`src/logic/hbdf_pkg.sv`:
```
// package: constants and carrier types for the h-bridge diagnostic and fault block
package hbdf_pkg;
    // timing figures and derived cycle counts at 125 MHz
    localparam int CLK_MHZ = 125;
    localparam int RETRY_WAIT_US = 4;
    localparam int RETRY_WAIT_CYC = RETRY_WAIT_US * CLK_MHZ;
    localparam int ERROR_CLEAR_US = 2;
    localparam int ERROR_CLEAR_CYC = ERROR_CLEAR_US * CLK_MHZ;
    localparam int THERMAL_FILTER_US = 1;
    localparam int THERMAL_FILTER_CYC = THERMAL_FILTER_US * CLK_MHZ;
    localparam int THERMAL_CLEAR_US = 4;
    localparam int THERMAL_CLEAR_CYC = THERMAL_CLEAR_US * CLK_MHZ;
    // overcurrent filter time choices, in ns, selected by setup_reg_d
    localparam int OCP_FILT0_NS = 600;
    localparam int OCP_FILT1_NS = 1200;
    localparam int OCP_FILT2_NS = 2400;
    localparam int OCP_FILT3_NS = 4800;
    localparam int CLK_PERIOD_NS = 8;
    localparam int CNT_W = 12;
    // selection pin levels, one to six
    localparam logic [2:0] LVL1 = 3'h1;
    localparam logic [2:0] LVL2 = 3'h2;
    localparam logic [2:0] LVL3 = 3'h3;
    localparam logic [2:0] LVL4 = 3'h4;
    localparam logic [2:0] LVL5 = 3'h5;
    localparam logic [2:0] LVL6 = 3'h6;
    // status bit positions
    localparam int ST_OCP1 = 0;
    localparam int ST_OCP2 = 1;
    localparam int ST_TSD = 2;
    localparam int ST_OLP = 3;
    localparam int ST_W = 8;
    localparam logic [ST_W-1:0] ST_RESET = 8'h00;

    typedef struct packed {
        logic offCheckEn;
        logic highSideLoad;
        logic retryReact;
        logic onCheckAvail;
        logic regulationAvail;
    } hbdf_cfg_s;

    typedef struct packed {
        logic errorSummary;
        logic [ST_W-1:0] activeStatus;
        logic [ST_W-1:0] standbyStatus;
    } hbdf_log_s;

    typedef enum logic [1:0] {OCP_RUN, OCP_HOLD, OCP_WAIT, OCP_CLEAR} hbdf_trip_e;
endpackage

```
`src/logic/hbdf_cfg_decode.sv`:
```
// settings decode from the selection pin level or the two-bit field
`timescale 1ns/10ps
`default_nettype none
module hbdf_cfg_decode (
    // selection
    input  wire logic             spiVariant,
    input  wire logic             independentMode,
    input  wire logic [2:0]       pinLevel,
    input  wire logic [1:0]       fieldValue,
    // decoded settings
    output hbdf_pkg::hbdf_cfg_s   cfg
);
    import hbdf_pkg::*;
    always_comb begin
        cfg = '0;
        if (spiVariant) begin
            cfg.retryReact = 1'b0;
            if (!independentMode) begin
                cfg.offCheckEn = (fieldValue != 2'h0);
                cfg.onCheckAvail = 1'b1;
                cfg.regulationAvail = 1'b1;
            end else begin
                cfg.offCheckEn = fieldValue[0];
                cfg.highSideLoad = fieldValue[1];
                cfg.onCheckAvail = fieldValue[1];
                cfg.regulationAvail = !fieldValue[1];
            end
        end else begin
            cfg.onCheckAvail = 1'b0;
            if (!independentMode) begin
                cfg.offCheckEn = !(pinLevel == LVL1 || pinLevel == LVL5);
                cfg.retryReact = (pinLevel == LVL1);
                cfg.regulationAvail = 1'b1;
            end else begin
                cfg.highSideLoad = (pinLevel == LVL3 || pinLevel == LVL4);
                cfg.regulationAvail = !cfg.highSideLoad;
                cfg.offCheckEn = !(pinLevel == LVL1 || pinLevel == LVL5);
                cfg.retryReact = (pinLevel == LVL1 || pinLevel == LVL4
                    || pinLevel == LVL6);
            end
        end
    end
endmodule // hbdf_cfg_decode
`default_nettype wire

```
`src/logic/hbdf_fault_ctrl.sv`:
```
// h-bridge diagnostic setup decode and fault handling top
`timescale 1ns/10ps
`default_nettype none
// Summary of operation
// - pin variant decodes the selection input as one of six levels
// - full-bridge pin: level1 no check retry, level5 no check latch, else check latch
// - independent pin: load side, regulation, check and reaction per level
// - pin level latched at init after reset or sleep wake, ignored afterwards
// - spi full-bridge: field 00 disables off check; on check always available
// - spi independent: field bit1 high side, bit0 off check enable
// - field writes take effect immediately
// - any fault pulls the open-drain error output low, except in the standby off-check case
// - sleep releases the error output
// - spi: error output is inverse summary bit, except locked off-check case
// - spi: overcurrent or overtemperature fault is logged into summary and status registers; off-state only into standby status
// - logs clear only by clear command or sleep request
// - one 16-bit frame returns active or standby status
// - overcurrent above threshold longer than filter time is a fault
// - overcurrent disables both outputs, or only affected half in independent mode
// - high-side overcurrent keeps current mirror pulled to its limit
// - overcurrent reaction is latched or retry with wait and clear times
// - spi: overcurrent threshold and filter time come from setup register
// - overtemperature above threshold longer than filter time is a fault
// - overtemperature reaction latched or retry after hysteresis and clear time
// - pin variant: off-state comparator shown on error output in standby when check enabled
module hbdf_fault_ctrl (
    // clock and reset
    input  wire logic                 clk,
    input  wire logic                 reset_n,
    // variant and mode
    input  wire logic                 spiVariant,
    input  wire logic                 independentMode,
    input  wire logic                 activeState,
    input  wire logic                 spiInLocked,
    // pins from the host
    input  wire logic [2:0]           load_check_select_pin,
    input  wire logic                 sleep_request_n,
    // serial setup
    input  wire logic [1:0]           load_check_select_field,
    input  wire logic [3:0]           setup_reg_d,
    input  wire logic                 clear_errors_cmd,
    // analog comparators
    input  wire logic [1:0]           overcurrentAbove,
    input  wire logic [1:0]           overcurrentHighSide,
    input  wire logic                 thermalAbove,
    input  wire logic                 offstateCmp,
    // outputs
    output logic                      error_out_n_o,
    output logic                      error_out_n_oe,
    output logic [1:0]                halfBridgeHiZ,
    output logic                      mirrorPullLimit,
    output logic                      mirrorHiZ,
    output logic [1:2]                ocpThresholdSel,
    output logic [2:0]                ocpThreshold,
    output hbdf_pkg::hbdf_cfg_s       cfgOut,
    output hbdf_pkg::hbdf_log_s       logOut,
    output logic [15:0]               statusFrame
);
    import hbdf_pkg::*;

    // pin synchronisers
    logic [2:0] pinMeta_r, pinSync_r;
    logic [1:0] sleepSync_r;
    logic [1:0] ocMeta_r, ocSync_r, hsMeta_r, hsSync_r;
    logic       thMeta_r, thSync_r, olMeta_r, olSync_r;
    always_ff @(posedge clk or negedge reset_n) begin
        if (!reset_n) begin
            pinMeta_r <= 3'h0;
            pinSync_r <= 3'h0;
            sleepSync_r <= 2'h0;
            ocMeta_r <= 2'h0;
            ocSync_r <= 2'h0;
            hsMeta_r <= 2'h0;
            hsSync_r <= 2'h0;
            thMeta_r <= 1'b0;
            thSync_r <= 1'b0;
            olMeta_r <= 1'b0;
            olSync_r <= 1'b0;
        end else begin
            pinMeta_r <= load_check_select_pin;
            pinSync_r <= pinMeta_r;
            sleepSync_r <= {sleepSync_r[0], sleep_request_n};
            ocMeta_r <= overcurrentAbove;
            ocSync_r <= ocMeta_r;
            hsMeta_r <= overcurrentHighSide;
            hsSync_r <= hsMeta_r;
            thMeta_r <= thermalAbove;
            thSync_r <= thMeta_r;
            olMeta_r <= offstateCmp;
            olSync_r <= olMeta_r;
        end
    end
    logic asleep;
    assign asleep = !sleepSync_r[1];

    // level latched once per wake; later pin moves are ignored
    logic [2:0] levelHeld_r, levelHeld_nxt;
    logic       levelValid_r, levelValid_nxt;
    always_comb begin
        levelHeld_nxt = levelHeld_r;
        levelValid_nxt = levelValid_r;
        if (asleep) begin
            levelValid_nxt = 1'b0;
        end else if (!levelValid_r) begin
            levelHeld_nxt = pinSync_r;
            levelValid_nxt = 1'b1;
        end
    end
    always_ff @(posedge clk or negedge reset_n) begin
        if (!reset_n) begin
            levelHeld_r <= LVL1;
            levelValid_r <= 1'b0;
        end else begin
            levelHeld_r <= levelHeld_nxt;
            levelValid_r <= levelValid_nxt;
        end
    end

    // field value is used live, no staging
    hbdf_cfg_s cfg;
    hbdf_cfg_decode uDecode (
        .spiVariant      (spiVariant),
        .independentMode (independentMode),
        .pinLevel        (levelHeld_r),
        .fieldValue      (load_check_select_field),
        .cfg             (cfg)
    );
    assign cfgOut = cfg;

    // overcurrent filter from setup_reg_d bits 1:0, threshold from bits 3:2
    function automatic logic [CNT_W-1:0] ocpFilter(input logic [1:0] sel);
        case (sel)
            2'h0: ocpFilter = CNT_W'((OCP_FILT0_NS + CLK_PERIOD_NS - 1) / CLK_PERIOD_NS);
            2'h1: ocpFilter = CNT_W'((OCP_FILT1_NS + CLK_PERIOD_NS - 1) / CLK_PERIOD_NS);
            2'h2: ocpFilter = CNT_W'((OCP_FILT2_NS + CLK_PERIOD_NS - 1) / CLK_PERIOD_NS);
            default: ocpFilter = CNT_W'((OCP_FILT3_NS + CLK_PERIOD_NS - 1) / CLK_PERIOD_NS);
        endcase
    endfunction
    logic [CNT_W-1:0] ocFilt;
    assign ocFilt = spiVariant ? ocpFilter(setup_reg_d[1:0]) : ocpFilter(2'h3);
    assign ocpThresholdSel = spiVariant ? setup_reg_d[3:2] : 2'h3;
    assign ocpThreshold = {1'b0, ocpThresholdSel};

    logic clearReq;
    assign clearReq = clear_errors_cmd || asleep;

    // overcurrent per half bridge, only watched while active
    logic [1:0] ocTrip, ocPulse;
    genvar g;
    generate
        for (g = 0; g < 2; g++) begin : gOcp
            hbdf_trip_timer uOcp (
                .clk        (clk),
                .reset_n    (reset_n),
                .cond       (ocSync_r[g] && activeState),
                .filterCyc  (ocFilt),
                .waitCyc    (CNT_W'(RETRY_WAIT_CYC)),
                .clearCyc   (CNT_W'(ERROR_CLEAR_CYC)),
                .retryReact (cfg.retryReact),
                .clearReq   (clearReq),
                .tripped    (ocTrip[g]),
                .tripPulse  (ocPulse[g])
            );
        end
    endgenerate

    // thermal: sensor comparator already includes hysteresis
    logic thTrip, thPulse;
    hbdf_trip_timer uTsd (
        .clk        (clk),
        .reset_n    (reset_n),
        .cond       (thSync_r && !asleep),
        .filterCyc  (CNT_W'(THERMAL_FILTER_CYC)),
        .waitCyc    (CNT_W'(1)),
        .clearCyc   (CNT_W'(THERMAL_CLEAR_CYC)),
        .retryReact (cfg.retryReact),
        .clearReq   (clearReq),
        .tripped    (thTrip),
        .tripPulse  (thPulse)
    );

    // output disables
    always_comb begin
        if (thTrip) halfBridgeHiZ = 2'h3;
        else if (independentMode) halfBridgeHiZ = ocTrip;
        else halfBridgeHiZ = {2{|ocTrip}};
    end
    assign mirrorHiZ = thTrip;
    assign mirrorPullLimit = !thTrip && |(ocTrip & hsSync_r);

    // fault log; a new event wins over a same-cycle clear
    hbdf_log_s log_r, log_nxt;
    logic [ST_W-1:0] evActive, evStandby;
    always_comb begin
        evActive = '0;
        evStandby = '0;
        evActive[ST_OCP1] = ocPulse[0];
        evActive[ST_OCP2] = ocPulse[1];
        evActive[ST_TSD] = thPulse && activeState;
        evStandby[ST_TSD] = thPulse && !activeState;
        evStandby[ST_OLP] = olSync_r && cfg.offCheckEn && !activeState;
        log_nxt = log_r;
        if (clearReq) log_nxt = '{1'b0, ST_RESET, ST_RESET};
        log_nxt.activeStatus = log_nxt.activeStatus | evActive;
        log_nxt.standbyStatus = log_nxt.standbyStatus | evStandby;
        if (|{ocPulse, thPulse}) log_nxt.errorSummary = 1'b1;
    end
    always_ff @(posedge clk or negedge reset_n) begin
        if (!reset_n) log_r <= '{1'b0, ST_RESET, ST_RESET};
        else log_r <= log_nxt;
    end
    assign logOut = log_r;

    // one frame: summary plus whichever status fits the state
    assign statusFrame = {log_r.errorSummary, 7'h00,
        activeState ? log_r.activeStatus : log_r.standbyStatus};

    // open-drain error output
    logic pullLow_r, pullLow_nxt;
    always_comb begin
        if (asleep) pullLow_nxt = 1'b0;
        else if (!activeState && cfg.offCheckEn && (!spiVariant || spiInLocked))
            pullLow_nxt = !olSync_r;
        else if (spiVariant) pullLow_nxt = log_nxt.errorSummary;
        else pullLow_nxt = |{ocTrip, thTrip};
    end
    always_ff @(posedge clk or negedge reset_n) begin
        if (!reset_n) pullLow_r <= 1'b0;
        else pullLow_r <= pullLow_nxt;
    end
    assign error_out_n_o = 1'b0;
    assign error_out_n_oe = pullLow_r;
endmodule // hbdf_fault_ctrl
`default_nettype wire

```
`src/logic/hbdf_trip_timer.sv`:
```
// filtered trip detector with latch or timed retry recovery
`timescale 1ns/10ps
`default_nettype none
module hbdf_trip_timer (
    // clock and reset
    input  wire logic                    clk,
    input  wire logic                    reset_n,
    // control
    input  wire logic                    cond,
    input  wire logic [11:0]             filterCyc,
    input  wire logic [11:0]             waitCyc,
    input  wire logic [11:0]             clearCyc,
    input  wire logic                    retryReact,
    input  wire logic                    clearReq,
    // result
    output logic                         tripped,
    output logic                         tripPulse
);
    import hbdf_pkg::*;
    hbdf_trip_e  state_r, state_nxt;
    logic [CNT_W-1:0] cnt_r, cnt_nxt;

    always_comb begin
        state_nxt = state_r;
        cnt_nxt = cnt_r;
        tripPulse = 1'b0;
        case (state_r)
            OCP_RUN: begin
                if (!cond) begin
                    cnt_nxt = '0;
                end else if (cnt_r >= filterCyc) begin
                    state_nxt = retryReact ? OCP_WAIT : OCP_HOLD;
                    cnt_nxt = '0;
                    tripPulse = 1'b1;
                end else begin
                    cnt_nxt = cnt_r + 1'b1;
                end
            end
            OCP_HOLD: begin
                if (clearReq && !cond) begin
                    state_nxt = OCP_RUN;
                    cnt_nxt = '0;
                end
            end
            OCP_WAIT: begin
                // condition must be gone before retry count begins
                if (cond || cnt_r < waitCyc) cnt_nxt = cond ? '0 : cnt_r + 1'b1;
                else begin
                    state_nxt = OCP_CLEAR;
                    cnt_nxt = '0;
                end
            end
            default: begin
                if (cond) begin
                    state_nxt = OCP_WAIT;
                    cnt_nxt = '0;
                end else if (cnt_r >= clearCyc) begin
                    state_nxt = OCP_RUN;
                    cnt_nxt = '0;
                end else begin
                    cnt_nxt = cnt_r + 1'b1;
                end
            end
        endcase
        if (clearReq && !cond && state_r != OCP_RUN) begin
            state_nxt = OCP_RUN;
            cnt_nxt = '0;
        end
    end

    always_ff @(posedge clk or negedge reset_n) begin
        if (!reset_n) begin
            state_r <= OCP_RUN;
            cnt_r <= '0;
        end else begin
            state_r <= state_nxt;
            cnt_r <= cnt_nxt;
        end
    end

    assign tripped = (state_r != OCP_RUN);
endmodule // hbdf_trip_timer
`default_nettype wire

```
`config.mk`:
```
export PLATFORM = sky130hd
export DESIGN_NAME = hbdf_fault_ctrl
export DESIGN_NICKNAME = d
export VERILOG_FILES = /design/src/logic/hbdf_pkg.sv /design/src/logic/hbdf_cfg_decode.sv /design/src/logic/hbdf_fault_ctrl.sv /design/src/logic/hbdf_trip_timer.sv
export SDC_FILE = /design/constraint.sdc
export NUM_CORES = 1
export LEC_CHECK = 0
export BUFFER_PORTS_ARGS = -buffer_cell sky130_fd_sc_hd__buf_4
export CELL_PAD_IN_SITES_DETAIL_PLACEMENT = 1
export CELL_PAD_IN_SITES_GLOBAL_PLACEMENT = 1
export CORE_ASPECT_RATIO = 0.5
export CORE_MARGIN = 2
export CORE_UTILIZATION = 40
export CTS_CLUSTER_SIZE = 16
export DETAILED_ROUTE_END_ITERATION = 6
export GPL_TIMING_DRIVEN = 0
export PLACE_DENSITY_LB_ADDON = 0.1
export RECOVER_POWER = 100
export SYNTH_ARGS = -nofsm -noshare
export SYNTH_HDL_FRONTEND = slang
export SYNTH_SLANG_ARGS = --single-unit
```
`constraint.sdc`:
```
create_clock -name clk -period 3.5 [get_ports clk]
set_clock_uncertainty 0.2 [all_clocks]
set_input_delay 0.7 -clock clk [delete_from_list [all_inputs] [get_ports clk]]
set_output_delay 0.7 -clock clk [all_outputs]
set_load 0.05 [all_outputs]
```
* Yosys cells after proc, flatten, opt, wreduce, memory -nomap -nowiden
Index checks and enable logic that the tools add are counted.
** Word-level totals
- Flip-flop bits (word level) :: 84
- Bits in read-only memories :: 0
- Logic and storage cells :: 199
- Latch bits :: 0
- Input port bits :: 23
- Memories kept :: 0
- RAM bits :: 0
** Operators by class
- Reduce and logical (&&, ||, !) cells :: 55
- Equal/unequal tests :: 25
- Muxes and demuxes :: 80
- Shift operators :: 0
- Multipliers :: 0
- Bitwise operators :: 4
- Order comparisons :: 9
- Divide/modulo/power cells :: 0
- $add $sub $neg :: 3
** Operators by type and width (number)
- 12-bit 2-to-1 mux :: 25
- 12-bit case mux with 3 select lines :: 3
- 2-bit 2-to-1 mux :: 26
- 12-bit by 1-bit adder with 12-bit output, second input constant :: 3
- 10-bit case mux with 3 select lines :: 1
- 3-bit by 1-bit inequality test with 1-bit output, second input constant :: 9
- 12-bit >= comparator :: 2
- 12-bit by 8-bit >= comparator with 1-bit output, second input constant :: 2
- 12-bit by 9-bit < comparator with 1-bit output, second input constant :: 2
- 1-bit 2-to-1 mux :: 19
- 2-bit case mux with 3 select lines :: 3
- 17-bit 2-to-1 mux :: 1
- 1-bit logical AND :: 16
- 5-bit AND reduction :: 3
- 5-bit nonzero test :: 3
- 12-bit by 7-bit >= comparator with 1-bit output, second input constant :: 1
- 12-bit by 9-bit >= comparator with 1-bit output, second input constant :: 1
- 12-bit by 1-bit < comparator with 1-bit output, second input constant :: 1
- 1-bit zero test :: 11
- 3-bit == test, second input constant :: 3
- 1-bit logical OR :: 9
- 3-bit inequality test, second input constant :: 3
- 2-bit by 1-bit == test with 1-bit output, second input constant :: 4
- 2-bit == test, second input constant :: 4
- 13 further kinds :: 21

* Longest topological paths before layout
Gate-level depths: netlist of the first run.
- Word-level depth :: 12
- Gate-level depth with buffers :: 13
- Mapped depth without buffers :: 12

* Hierarchy
From an unflattened synthesis of the first run, not the netlist that was laid out.
** Second synthesis, totals
- Cells, all modules :: 779
- Area, all modules :: 6807.8 µm²
** By module, submodules not included
- hbdf_trip_timer at gOcp[0].uOcp ... :: seq. area each 350.3 µm², area each 1767.9 µm², times used 2, cells each 216
- hbdf_trip_timer at uTsd :: seq. area each 350.3 µm², area each 1786.7 µm², times used 1, cells each 217
- hbdf_fault_ctrl :: seq. area each 777.0 µm², area each 1386.3 µm², times used 1, cells each 116
- hbdf_cfg_decode :: seq. area each 0.0 µm², area each 98.8 µm², times used 1, cells each 14

* Worst setup path after synthesis of the first run
OpenSTA, ideal clock, no wires.
- Path kind :: input to register
- Start point :: in spiVariant
- End point :: reg gOcp[0].uOcp.cnt_r[9]
- Cell stages on the path :: 12
- Setup slack :: 0.119 ns
- Data required time :: 3.231 ns
- Setup time :: 0.069 ns
- Arrival time :: 3.112 ns
- Cells stage by stage :: buf_6 > clkbuf_1 > nor2b_1 > o21ai_0 > ha_1 > a2111oi_4 > nor4b_1 > nand4b_1 > a21o_1 > buf_6 > or4_1 > nand3_1
** On the way
- Longest elaborated chain between the ends :: 6
** RTL lines
- from (decl) :: line hbdf_fault_ctrl.sv:31 : input wire logic spiVariant,
- 12-bit 2-to-1 mux :: line hbdf_fault_ctrl.sv:140 : assign ocFilt = spiVariant ? ocpFilter(setup_reg_d[1:0]) : ocpFilter(2'h3);
- 12-bit >= comparator :: line hbdf_trip_timer.sv:31 : end else if (cnt_r >= filterCyc) begin
- 12-bit 2-to-1 mux :: line hbdf_trip_timer.sv:31
- 12-bit 2-to-1 mux :: line hbdf_trip_timer.sv:29 : if (!cond) begin
- 12-bit case mux with 3 select lines :: line hbdf_trip_timer.sv:27 : case (state_r)
- 12-bit 2-to-1 mux :: line hbdf_trip_timer.sv:65 : if (clearReq && !cond && state_r != OCP_RUN) begin
- to (signal assigned) :: line hbdf_trip_timer.sv:77 : cnt_r <= cnt_nxt;
- to (decl) :: line hbdf_trip_timer.sv:21 : logic [CNT_W-1:0] cnt_r, cnt_nxt;
No other way between the ends.
A chain may end at the register's enable or synchronous reset.

* Final worst setup path of the first run
- Start point :: in setup_reg_d[0]
- End point :: reg gOcp[0].uOcp.cnt_r[9]
** On the way
- Longest elaborated chain between the ends :: 8
- Elaborated cells on any way between the ends :: 10
- Those cells by class :: 1 x order compare; 2 x eq/ne; 6 x mux; 1 x reduce/logical
** RTL lines
- from (decl) :: line hbdf_fault_ctrl.sv:40 : input wire logic [3:0] setup_reg_d,
- 2-bit == test, or another cell as far along :: line hbdf_fault_ctrl.sv:132 : case (sel)
- 10-bit case mux with 3 select lines (*) :: line hbdf_fault_ctrl.sv:132
- 12-bit 2-to-1 mux (*) :: line hbdf_fault_ctrl.sv:140
- 12-bit >= comparator (*) :: line hbdf_trip_timer.sv:31
- 12-bit 2-to-1 mux (*) :: line hbdf_trip_timer.sv:31
- 12-bit 2-to-1 mux (*) :: line hbdf_trip_timer.sv:29
- 12-bit case mux with 3 select lines (*) :: line hbdf_trip_timer.sv:27
- 12-bit 2-to-1 mux (*) :: line hbdf_trip_timer.sv:65
Every way passes the cells marked *; elsewhere a longest branch is shown, timed or not.

==> summary.txt, run 1 <==
Post-synth cell types - 70
Tightest Pin Transition - 1.86 ns
Largest net degree at the start of global routing - 74
Share of layout cells above drive strength 1 - 16.1%
Min Tclk post-route - 3.31 ns
Worst path required time - 3.58 ns
Number of remaining DRC errors - 0
Pins Over Slew Limit - 74
Layout Utilization - 49.5%
Flops & latches, synth - 73
CTS tree - built
Max rail drop VDD - 0.000234 V
Number of detailed-route iterations in the first pass - 4
Clk sinks - 73
Initial antenna violation count - 0
Mapped Cells - 500
GR Util All Layers - 20.1%
Die span in x - 157 µm
Sw frac - 35.8%
Mean Syn Cell Area - 9.36 µm²
Int Power - 0.00160 W
Clk_lat worst skew - 0.34 ns
Post CTS Setup Buffer Count - 0
Pwr per Cell Area - 452 nW/µm²
RSZ-0062 raised after global routing - false
Clock power frac - 37.1%
Sw power - 0.000896 W
Max FO, Critical Path - 10
Total Power - 0.00250 W
Design Area, Final - 5530 µm²
Initial DRC count - 148
CP Capture Type - register
# setup viols final - 0
Slowest-stage cell, CP - or4_1
Die area - 12600 µm²
Kind of critical path - input port to register
Synthesized area - 4680 µm²
DPL Wire Length - 8850 µm
Num CTS Buffers - 9
Fillers - 1306
Register area share after synthesis - 39.0%
Post-synth EDFFs - 0
Clk buf depth - 2
Post-DP Area - 5310 µm²
CP Cell Sequence - buf_4 > ha_1 > nor2b_2 > o21ai_0 > ha_1 > a2111oi_4 > nor4b_1 > nand4b_1 > a21o_1 > buf_6 > or4_1 > nand3_1
Rows - 27
Routed WL - 11900 µm
Core Footprint - 11200 µm²
Max Clk Rate - 302 MHz
Placed instance count - 727
Max-cap violations - 1
Worst rel slew slack - -24.0%
CP bufs+invs - 2
CTS clock-pin slew for the worst setup and hold paths - 0.07 ns
Period utilisation layout - 94.7%
Remaining antenna violation count - 0
Layout Cells excl Fill - 742
Crit-path max cell delay - 0.47 ns
Routed WL per cell - 16.0 µm
Leakage - 2.66 nW
Area of the multi-input gates - 2570 µm²
Area Overhead vs Synth - 18.1%
# IOs - 72
CTS root buffer - clkbuf_16
R2r setup slk - 0.58 ns
# nets final - 646
Failing checks - capacitance limit, slew limit
Status - complete, but fails checks
Cell mode on critical path - ha_1
Final hold vios - 0
Worst EP arrival - 3.39 ns
Vias/cell - 5.22
Vias in the first global route - 3900
Reg power frac - 36.7%
Comb power frac - 26.2%
Yosys warning count - 0
Via count - 3873
H-tree depth - 3
Ant. Diodes - 0
CP Launch Type - input port
Cell family with most CP delay - simple AND/OR/NAND/NOR gates
Chip height - 80.5 µm
PortBufs - 45
GP Congestion - 0.761
Top FF cell, synth - dfrtp_1
Hold Crit Class - register to register
Ys async rst share - 100%
GRT overflow - 0
Starting Density - 41.9%
Register area - 1830 µm²
First-pass GRT wire length - 20000 µm
power by group through the flow:
stage | clock, W | sequential (W) | combinational, W
CTS | 0.000947 | 0.000919 | 0.000673
global route | 0.000983 | 0.000924 | 0.000724
global placement | 0 | 0.000931 | 0.000658
finish | 0.000927 | 0.000918 | 0.000655
floorplan | 0 | 0.000935 | 0.000485
detailed placement | 0 | 0.000935 | 0.000667
cells in the mapped netlist, drive strengths merged (5+ instances only):
cell type | instances | area share [%]
o211ai | 8 | 1.4
and2 | 9 | 1.3
nor3b | 6 | 0.96
clkbuf | 6 | 0.48
nand2b | 8 | 1.2
nor2 | 31 | 2.5
ha | 45 | 12
nand2 | 46 | 3.7
a21o | 13 | 2.1
o21ai | 38 | 4.1
a21oi | 21 | 2.2
nor3 | 8 | 0.86
buf | 34 | 5.7
nand3 | 24 | 2.6
o31ai | 5 | 0.80
and3 | 6 | 0.80
nor2b | 8 | 1.1
o21a | 5 | 0.80
inv | 30 | 2.4
nand4 | 5 | 0.67
mux2 | 7 | 1.7
dfrtp | 72 | 38
metal layers:
metal  vias up  GRT usage (%)  routed length, µm
met2        64           33.1               5430
met3         4           4.43                383
met4         0           3.94                 51
met5         -              0                  0
met1      1910           27.3               5990
li1       1895              -                  -
path summary, 6_finish.rpt:
kind | startpoint | to | cells after the start
max | setup_reg_d[0] | gOcp[0].uOcp.cnt_r[9] | 12
min | pinMeta_r[1] | pinSync_r[1] | 0
max reg2reg | sleepSync_r[1] | uTsd.cnt_r[5] | 7
min reg2reg | pinMeta_r[1] | pinSync_r[1] | 0
max in group asynchronous | reset_n | gOcp[1].uOcp.cnt_r[3] | 1
min in group asynchronous | reset_n | uTsd.cnt_r[0] | 1
per-stage QoR:
| step | TNS, ns | hold slack, ns | worst slack, ns |
|---|---|---|---|
| 6_report | 0 | 0.151 | 0.185 |
| 2_1_floorplan | 0 | 0.131 | 0.119 |
| 5_1_grt | 0 | 0.157 | 0.0141 |
| 4_1_cts | 0 | 0.154 | 0.0509 |
| 3_3_place_gp | -13.90 | 0.131 | -0.676 |
| 3_5_place_dp | -13.86 | 0.138 | -0.685 |
state kept, by name (all words and copies together) (netlist names):
| register | flops |
|---|---|
| error_out_n_oe | 1 |
| levelValid_r | 1 |
| gOcp.uOcp.cnt_r | 24 |
| ocMeta_r | 2 |
| olSync_r | 1 |
| thMeta_r | 1 |
| pinMeta_r | 3 |
| sleepSync_r | 2 |
| logOut | 6 |
| pinSync_r | 3 |
| ocSync_r | 2 |
| levelHeld_r | 3 |
| uTsd.cnt_r | 12 |
| hsSync_r | 2 |
| gOcp.uOcp.state_r | 4 |
| uTsd.state_r | 2 |
| hsMeta_r | 2 |
| thSync_r | 1 |
| olMeta_r | 1 |
repair_timing:
item                       4_1_cts  5_1_grt
pin swaps                        0        0
hold buffers                     0        0
gates resized for setup          1        5
setup endpoints to repair       24       17
hold endpoints to repair         0        0
cell families after synthesis:
kind of cell    after synthesis  synth area share [%]
compound gates              126                  18.4
fa+ha+maj                    45                  12.0
simple gates                175                  19.6
other cells                   1                0.0801
buf+inv                      70                  8.55
flops                        73                  39.0
xor+xnor                      1                 0.187
mux                           9                  2.11
final cells by class:
cell class                 count  share of cell area [%]
sequential                    73                    33.0
multi-input combinational    380                    46.4
clock inverter                 7                    1.20
timing repair buffer          45                    4.52
inverter                      30                    2.04
buffer                        39                    5.11
tap                          159                    3.60
clock buffer                   9                    4.07
cell usage in the layout (no fill, tap or decap), types with 6 or more instances in the layout:
master	synthesis	routed
nand2b_1	7	7
o211ai_1	7	7
clkbuf_16	0	9
ha_1	45	45
nand3_1	24	24
and3_1	6	6
mux2_2	7	7
o21ai_0	35	35
dfrtp_1	72	72
a21oi_1	21	20
nor2b_1	8	7
a21o_1	13	13
nor2_1	30	30
buf_4	28	39
nor3_1	8	8
nand2_1	45	45
nor3b_1	6	6
clkbuf_1	6	28
clkbuf_4	0	10
conb_1	1	24
inv_1	30	30
Power figures use the tool's default switching activity.
==> run 2: changes to the inputs <==
- CORE_UTILIZATION: 40 -> 44
==> run 2 against run 1 <==
The run still ends with capacitance limit, slew limit left. Sequential power about the same. Fmax increased by 0.73%. Largest power group unchanged. Highest routed layer unchanged. Design area decreased by 0.34%. Wire length increased by 1.1%. Worst setup slack improved by 0.024 ns. Global-route usage increased by 2.2 points. Total power about the same.
==> summary.txt, run 2 (same netlist as run 1, synthesis figures left out) <==
Pins Over Slew Limit - 74
Starting Density - 45.5%
Largest net degree at the start of global routing - 74
Ant. Diodes - 0
Clk_lat worst skew - 0.35 ns
CP Cell Sequence - or3b_2 > a21o_1 > inv_1 > buf_4 > clkbuf_1
Layout Cells excl Fill - 724
GR Util All Layers - 22.3%
Worst EP arrival - 2.39 ns
Rows - 26
Largest reg by FF count - gOcp.uOcp.cnt_r
CP Launch Type - register
# setup viols final - 0
DPL Wire Length - 8820 µm
Worst path required time - 2.60 ns
Remaining antenna violation count - 0
Status - complete, but fails checks
Core Footprint - 10300 µm²
# nets final - 647
RSZ-0062 raised after global routing - false
PortBufs - 45
Kind of critical path - register to output port
Failing checks - capacitance limit, slew limit
Max-cap violations - 1
Vias in the first global route - 4176
Initial antenna violation count - 0
Pwr per Cell Area - 454 nW/µm²
Leakage - 2.66 nW
CP Capture Type - output port
Hold_sp - thMeta_r
Commonest non-fill, non-tap cell in the layout - dfrtp_1
Max FO, Critical Path - 6
Die span in x - 150 µm
Vias/cell - 5.40
Reg2reg start - gOcp[1].uOcp.cnt_r[9]
Die area - 11500 µm²
CTS clock-pin slew for the worst setup and hold paths - 0.07 ns
GP Congestion - 0.834
CP bufs+invs - 3
Crit-path max cell delay - 0.59 ns
Max reg flops - 24
Max Clk Rate - 304 MHz
Tightest Pin Transition - 1.85 ns
Num CTS Buffers - 9
Via count - 3912
# IOs - 72
Clk buf depth - 2
Total Power - 0.00250 W
Worst rel slew slack - -23.3%
H-tree depth - 3
Hold Crit Class - register to register
CTS root buffer - clkbuf_16
Max rail drop VDD - 0.000249 V
First-pass GRT wire length - 20300 µm
Cell family with most CP delay - buffers and inverters
Share of layout cells above drive strength 1 - 16.3%
Min Tclk post-route - 3.29 ns
Slowest-stage cell, CP - dfstp_1
Routed WL per cell - 16.6 µm
Crit path from - levelHeld_r[0]
Number of remaining DRC errors - 0
Final hold vios - 0
Period utilisation layout - 94.0%
Routed WL - 12000 µm
Clk sinks - 73
Number of detailed-route iterations in the first pass - 4
Placed instance count - 708
Initial DRC count - 165
Most frequent cells in the layout - dfrtp_1, ha_1, nand2_1, buf_4, o21ai_0
Number of buffers inserted by hold repair at cts - 0
CTS tree - built
Area Overhead vs Synth - 17.7%
Chip height - 76.9 µm
GRT overflow - 0
==> run 2: final timing paths <==
path | endpoint | slack [ns] | cells past startpoint
setup / recovery | cfgOut[2] | 0.21 | 5
setup reg to reg | gOcp[1].uOcp.cnt_r[8] | 0.63 | 9
hold reg to reg | thSync_r | 0.15 | 0
max in group asynchronous | gOcp[1].uOcp.cnt_r[9] | 1.36 | 1
hold / removal | thSync_r | 0.15 | 0
min in group asynchronous | uTsd.cnt_r[0] | 0.65 | 1
==> run 2: power by group <==
part | switching [W] | internal [W]
clock network | 0.000422 | 0.000500
logic | 0.000442 | 0.000218
registers | 0.0000341 | 0.000883
total | 0.000898 | 0.00160
==> run 2: timing repair <==
| action | CTS | global route |
|---|---|---|
| buffers inserted | 0 | 1 |
| gates resized for setup | 1 | 9 |
| pin swaps | 0 | 2 |
| endpoints found under the setup margin | 26 | 19 |
==> run 2: cell type report <==
| type | count | area (µm²) |
|---|---|---|
| plain buffers | 39 | 283 |
| repair buffers | 46 | 256 |
| multi-input cells | 380 | 2570 |
| clock inverters | 7 | 65.1 |
| clock buffers | 9 | 225 |
| flip-flops and latches | 73 | 1830 |
| well taps | 140 | 175 |
| inverters | 30 | 113 |
| fillers | 1226 | 4770 |
==> run 2: layer usage <==
metal	vias to the layer above	global-route usage [%]	wire, µm
met4	0	6.89	168
met5	-	0	0
li1	1899	-	-
met3	15	5.77	520
met1	1921	28.9	5700
met2	77	36.8	5600
==> run 2: stage by stage <==
| stage | worst slack, ns | hold WS, ns | area [µm²] | TNS (ns) | util, % |
|---|---|---|---|---|---|
| 3_5_place_dp | -0.672 | 0.139 | 5280 | -14.85 | 51.4 |
| 4_1_cts | 0.0542 | 0.153 | 5570 | 0 | 54.2 |
| 5_1_grt | 0.0363 | 0.156 | 5510 | 0 | 53.6 |
| 6_report | 0.209 | 0.151 | 5510 | 0 | 53.6 |
| 2_1_floorplan | 0.119 | 0.131 | 4770 | 0 | - |
| 3_3_place_gp | -0.623 | 0.131 | 5280 | -12.84 | 51.4 |
==> run 3: changes to the inputs <==
- CORE_UTILIZATION: 44 -> 40
- clock period: 3.5 -> 2.8 ns (I/O delays scaled with it)
==> run 3 against run 2 <==
Total power up 35%. The run ends with capacitance limit, slew limit, setup timing left. First-iteration DRC count down 17%. Sequential power up 25%. Combinational power up 61%. Count of clock-buffer cells in the layout unchanged. Worst hold slack worse by 0.0071 ns. Critical path type is now input port to register. Critical path depth up 8. Wire length up 14%. Design area up 13%. Via count up 4.3%. Sequential share of layout area down 3.7 points.
==> summary.txt, run 3 (same netlist as run 1, synthesis figures left out) <==
CTS root buffer - clkbuf_16
Layout Utilization - 55.5%
CP Capture Type - register
Failing checks - capacitance limit, slew limit, setup timing
Rows - 27
Num CTS Buffers - 9
DPL Wire Length - 8630 µm
Initial DRC count - 137
Chip height - 80.5 µm
Vias in the first global route - 4031
Most frequent cells in the layout - dfrtp_1, buf_4, nand2_1, ha_1, nor2_1
Vias/cell - 5.35
Ant. Diodes - 0
Hold Crit Class - input port to register
Max FO, Critical Path - 4
Status - complete, but fails checks
# IOs - 72
Initial antenna violation count - 0
Crit-path max cell delay - 0.42 ns
Die span in x - 157 µm
CP bufs+invs - 3
Worst path required time - 2.87 ns
Register area - 1830 µm²
First-pass GRT wire length - 20200 µm
Period utilisation layout - 105%
CTS tree - built
H-tree depth - 3
CP Launch Type - input port
Max reg flops - 24
Worst EP arrival - 3.00 ns
Slowest-stage cell, CP - or4_1
PortBufs - 45
TNS Setup - -0.672 ns
Max Clk Rate - 341 MHz
Setup slack after layout - -0.132 ns
Tightest Pin Transition - 1.91 ns
Die area - 12600 µm²
Remaining antenna violation count - 0
Routed WL per cell - 17.9 µm
Leakage - 2.89 nW
RSZ-0062 raised after global routing - true
Area Overhead vs Synth - 32.5%
Routed WL - 13600 µm
Kind of critical path - input port to register
Setup WS pre-CTS - -0.741 ns
Clk sinks - 73
Number of detailed-route iterations in the first pass - 4
Largest reg by FF count - gOcp.uOcp.cnt_r
Max-cap violations - 1
Final hold vios - 0
# setup viols final - 16
Clk_lat worst skew - 0.34 ns
Worst rel slew slack - -27.6%
Share of layout cells above drive strength 1 - 27.5%
Cell family with most CP delay - simple AND/OR/NAND/NOR gates
GRT overflow - 0
Min Tclk post-route - 2.93 ns
Total Power - 0.00337 W
GP Congestion - 0.780
Max rail drop VDD - 0.000270 V
Via count - 4080
GR Util All Layers - 20.3%
Placed instance count - 727
CP Cell Sequence - buf_12 > ha_4 > nor2b_4 > buf_6 > ha_4 > o211ai_1 > a21oi_2 > a221oi_2 > nand4b_1 > a21o_1 > buf_6 > or4_1 > nand3_1
CTS clock-pin slew for the worst setup and hold paths - 0.07 ns
Pins Over Slew Limit - 74
Fillers - 1276
Commonest non-fill, non-tap cell in the layout - dfrtp_1
Starting Density - 41.9%
Pwr per Cell Area - 542 nW/µm²
Largest net degree at the start of global routing - 74
Area of the multi-input gates - 2960 µm²
Number of remaining DRC errors - 0
Layout Cells excl Fill - 763
Clk buf depth - 2
Core Footprint - 11200 µm²
# nets final - 667
[run 3: timing repair]
action,4_1_cts,5_1_grt
resized for setup,40,41
hold buffers,0,0
buffers inserted,10,13
pin swaps,12,27
endpoints found under the setup margin,28,33
cloned,1,2
[run 3: final cells by class]
| type | count | share of cell area [%] |
|---|---|---|
| multi-input combinational | 381 | 47.6 |
| sequential | 73 | 29.5 |
| timing repair buffer | 68 | 8.25 |
| buffer | 36 | 4.68 |
| clock buffer | 9 | 3.63 |
| tap | 159 | 3.21 |
| inverter | 30 | 2.06 |
| clock inverter | 7 | 1.07 |
[run 3: per-layer routing]
layer / global-route usage (%) / vias up / part of all wire [%]
li1: - / 1946 / -
met1: 26.9 / 2014 / 47
met2: 34.2 / 102 / 47
met3: 4.16 / 18 / 4.6
met4: 4.68 / 0 / 1.3
met5: 0 / - / 0
[run 3: final timing paths]
kind                       cells after the start                  start                     to  slack, ns
hold / removal                                 1           thermalAbove               thMeta_r       0.14
setup / recovery                              13         setup_reg_d[0]  gOcp[0].uOcp.cnt_r[6]      -0.13
max in group asynchronous                      1                reset_n  gOcp[1].uOcp.cnt_r[9]       0.72
min in group asynchronous                      1                reset_n          uTsd.cnt_r[1]       0.53
setup reg to reg                              10  gOcp[0].uOcp.cnt_r[0]  gOcp[0].uOcp.cnt_r[6]      -0.02
hold reg to reg                                0            ocMeta_r[0]            ocSync_r[0]       0.15
[run 3: through the flow]
step	instance area, µm²	hold slack (ns)
floorplan	4840	0.0644
global placement	5380	0.133
detailed placement	5380	0.138
CTS	5960	0.114
global route	6200	0.138
finish	6200	0.144
[run 3: power by group]
part	internal (W)	total, W	switching [W]
logic	0.000426	0.00106	0.000632
registers	0.00110	0.00115	0.0000476
clock network	0.000628	0.00116	0.000528
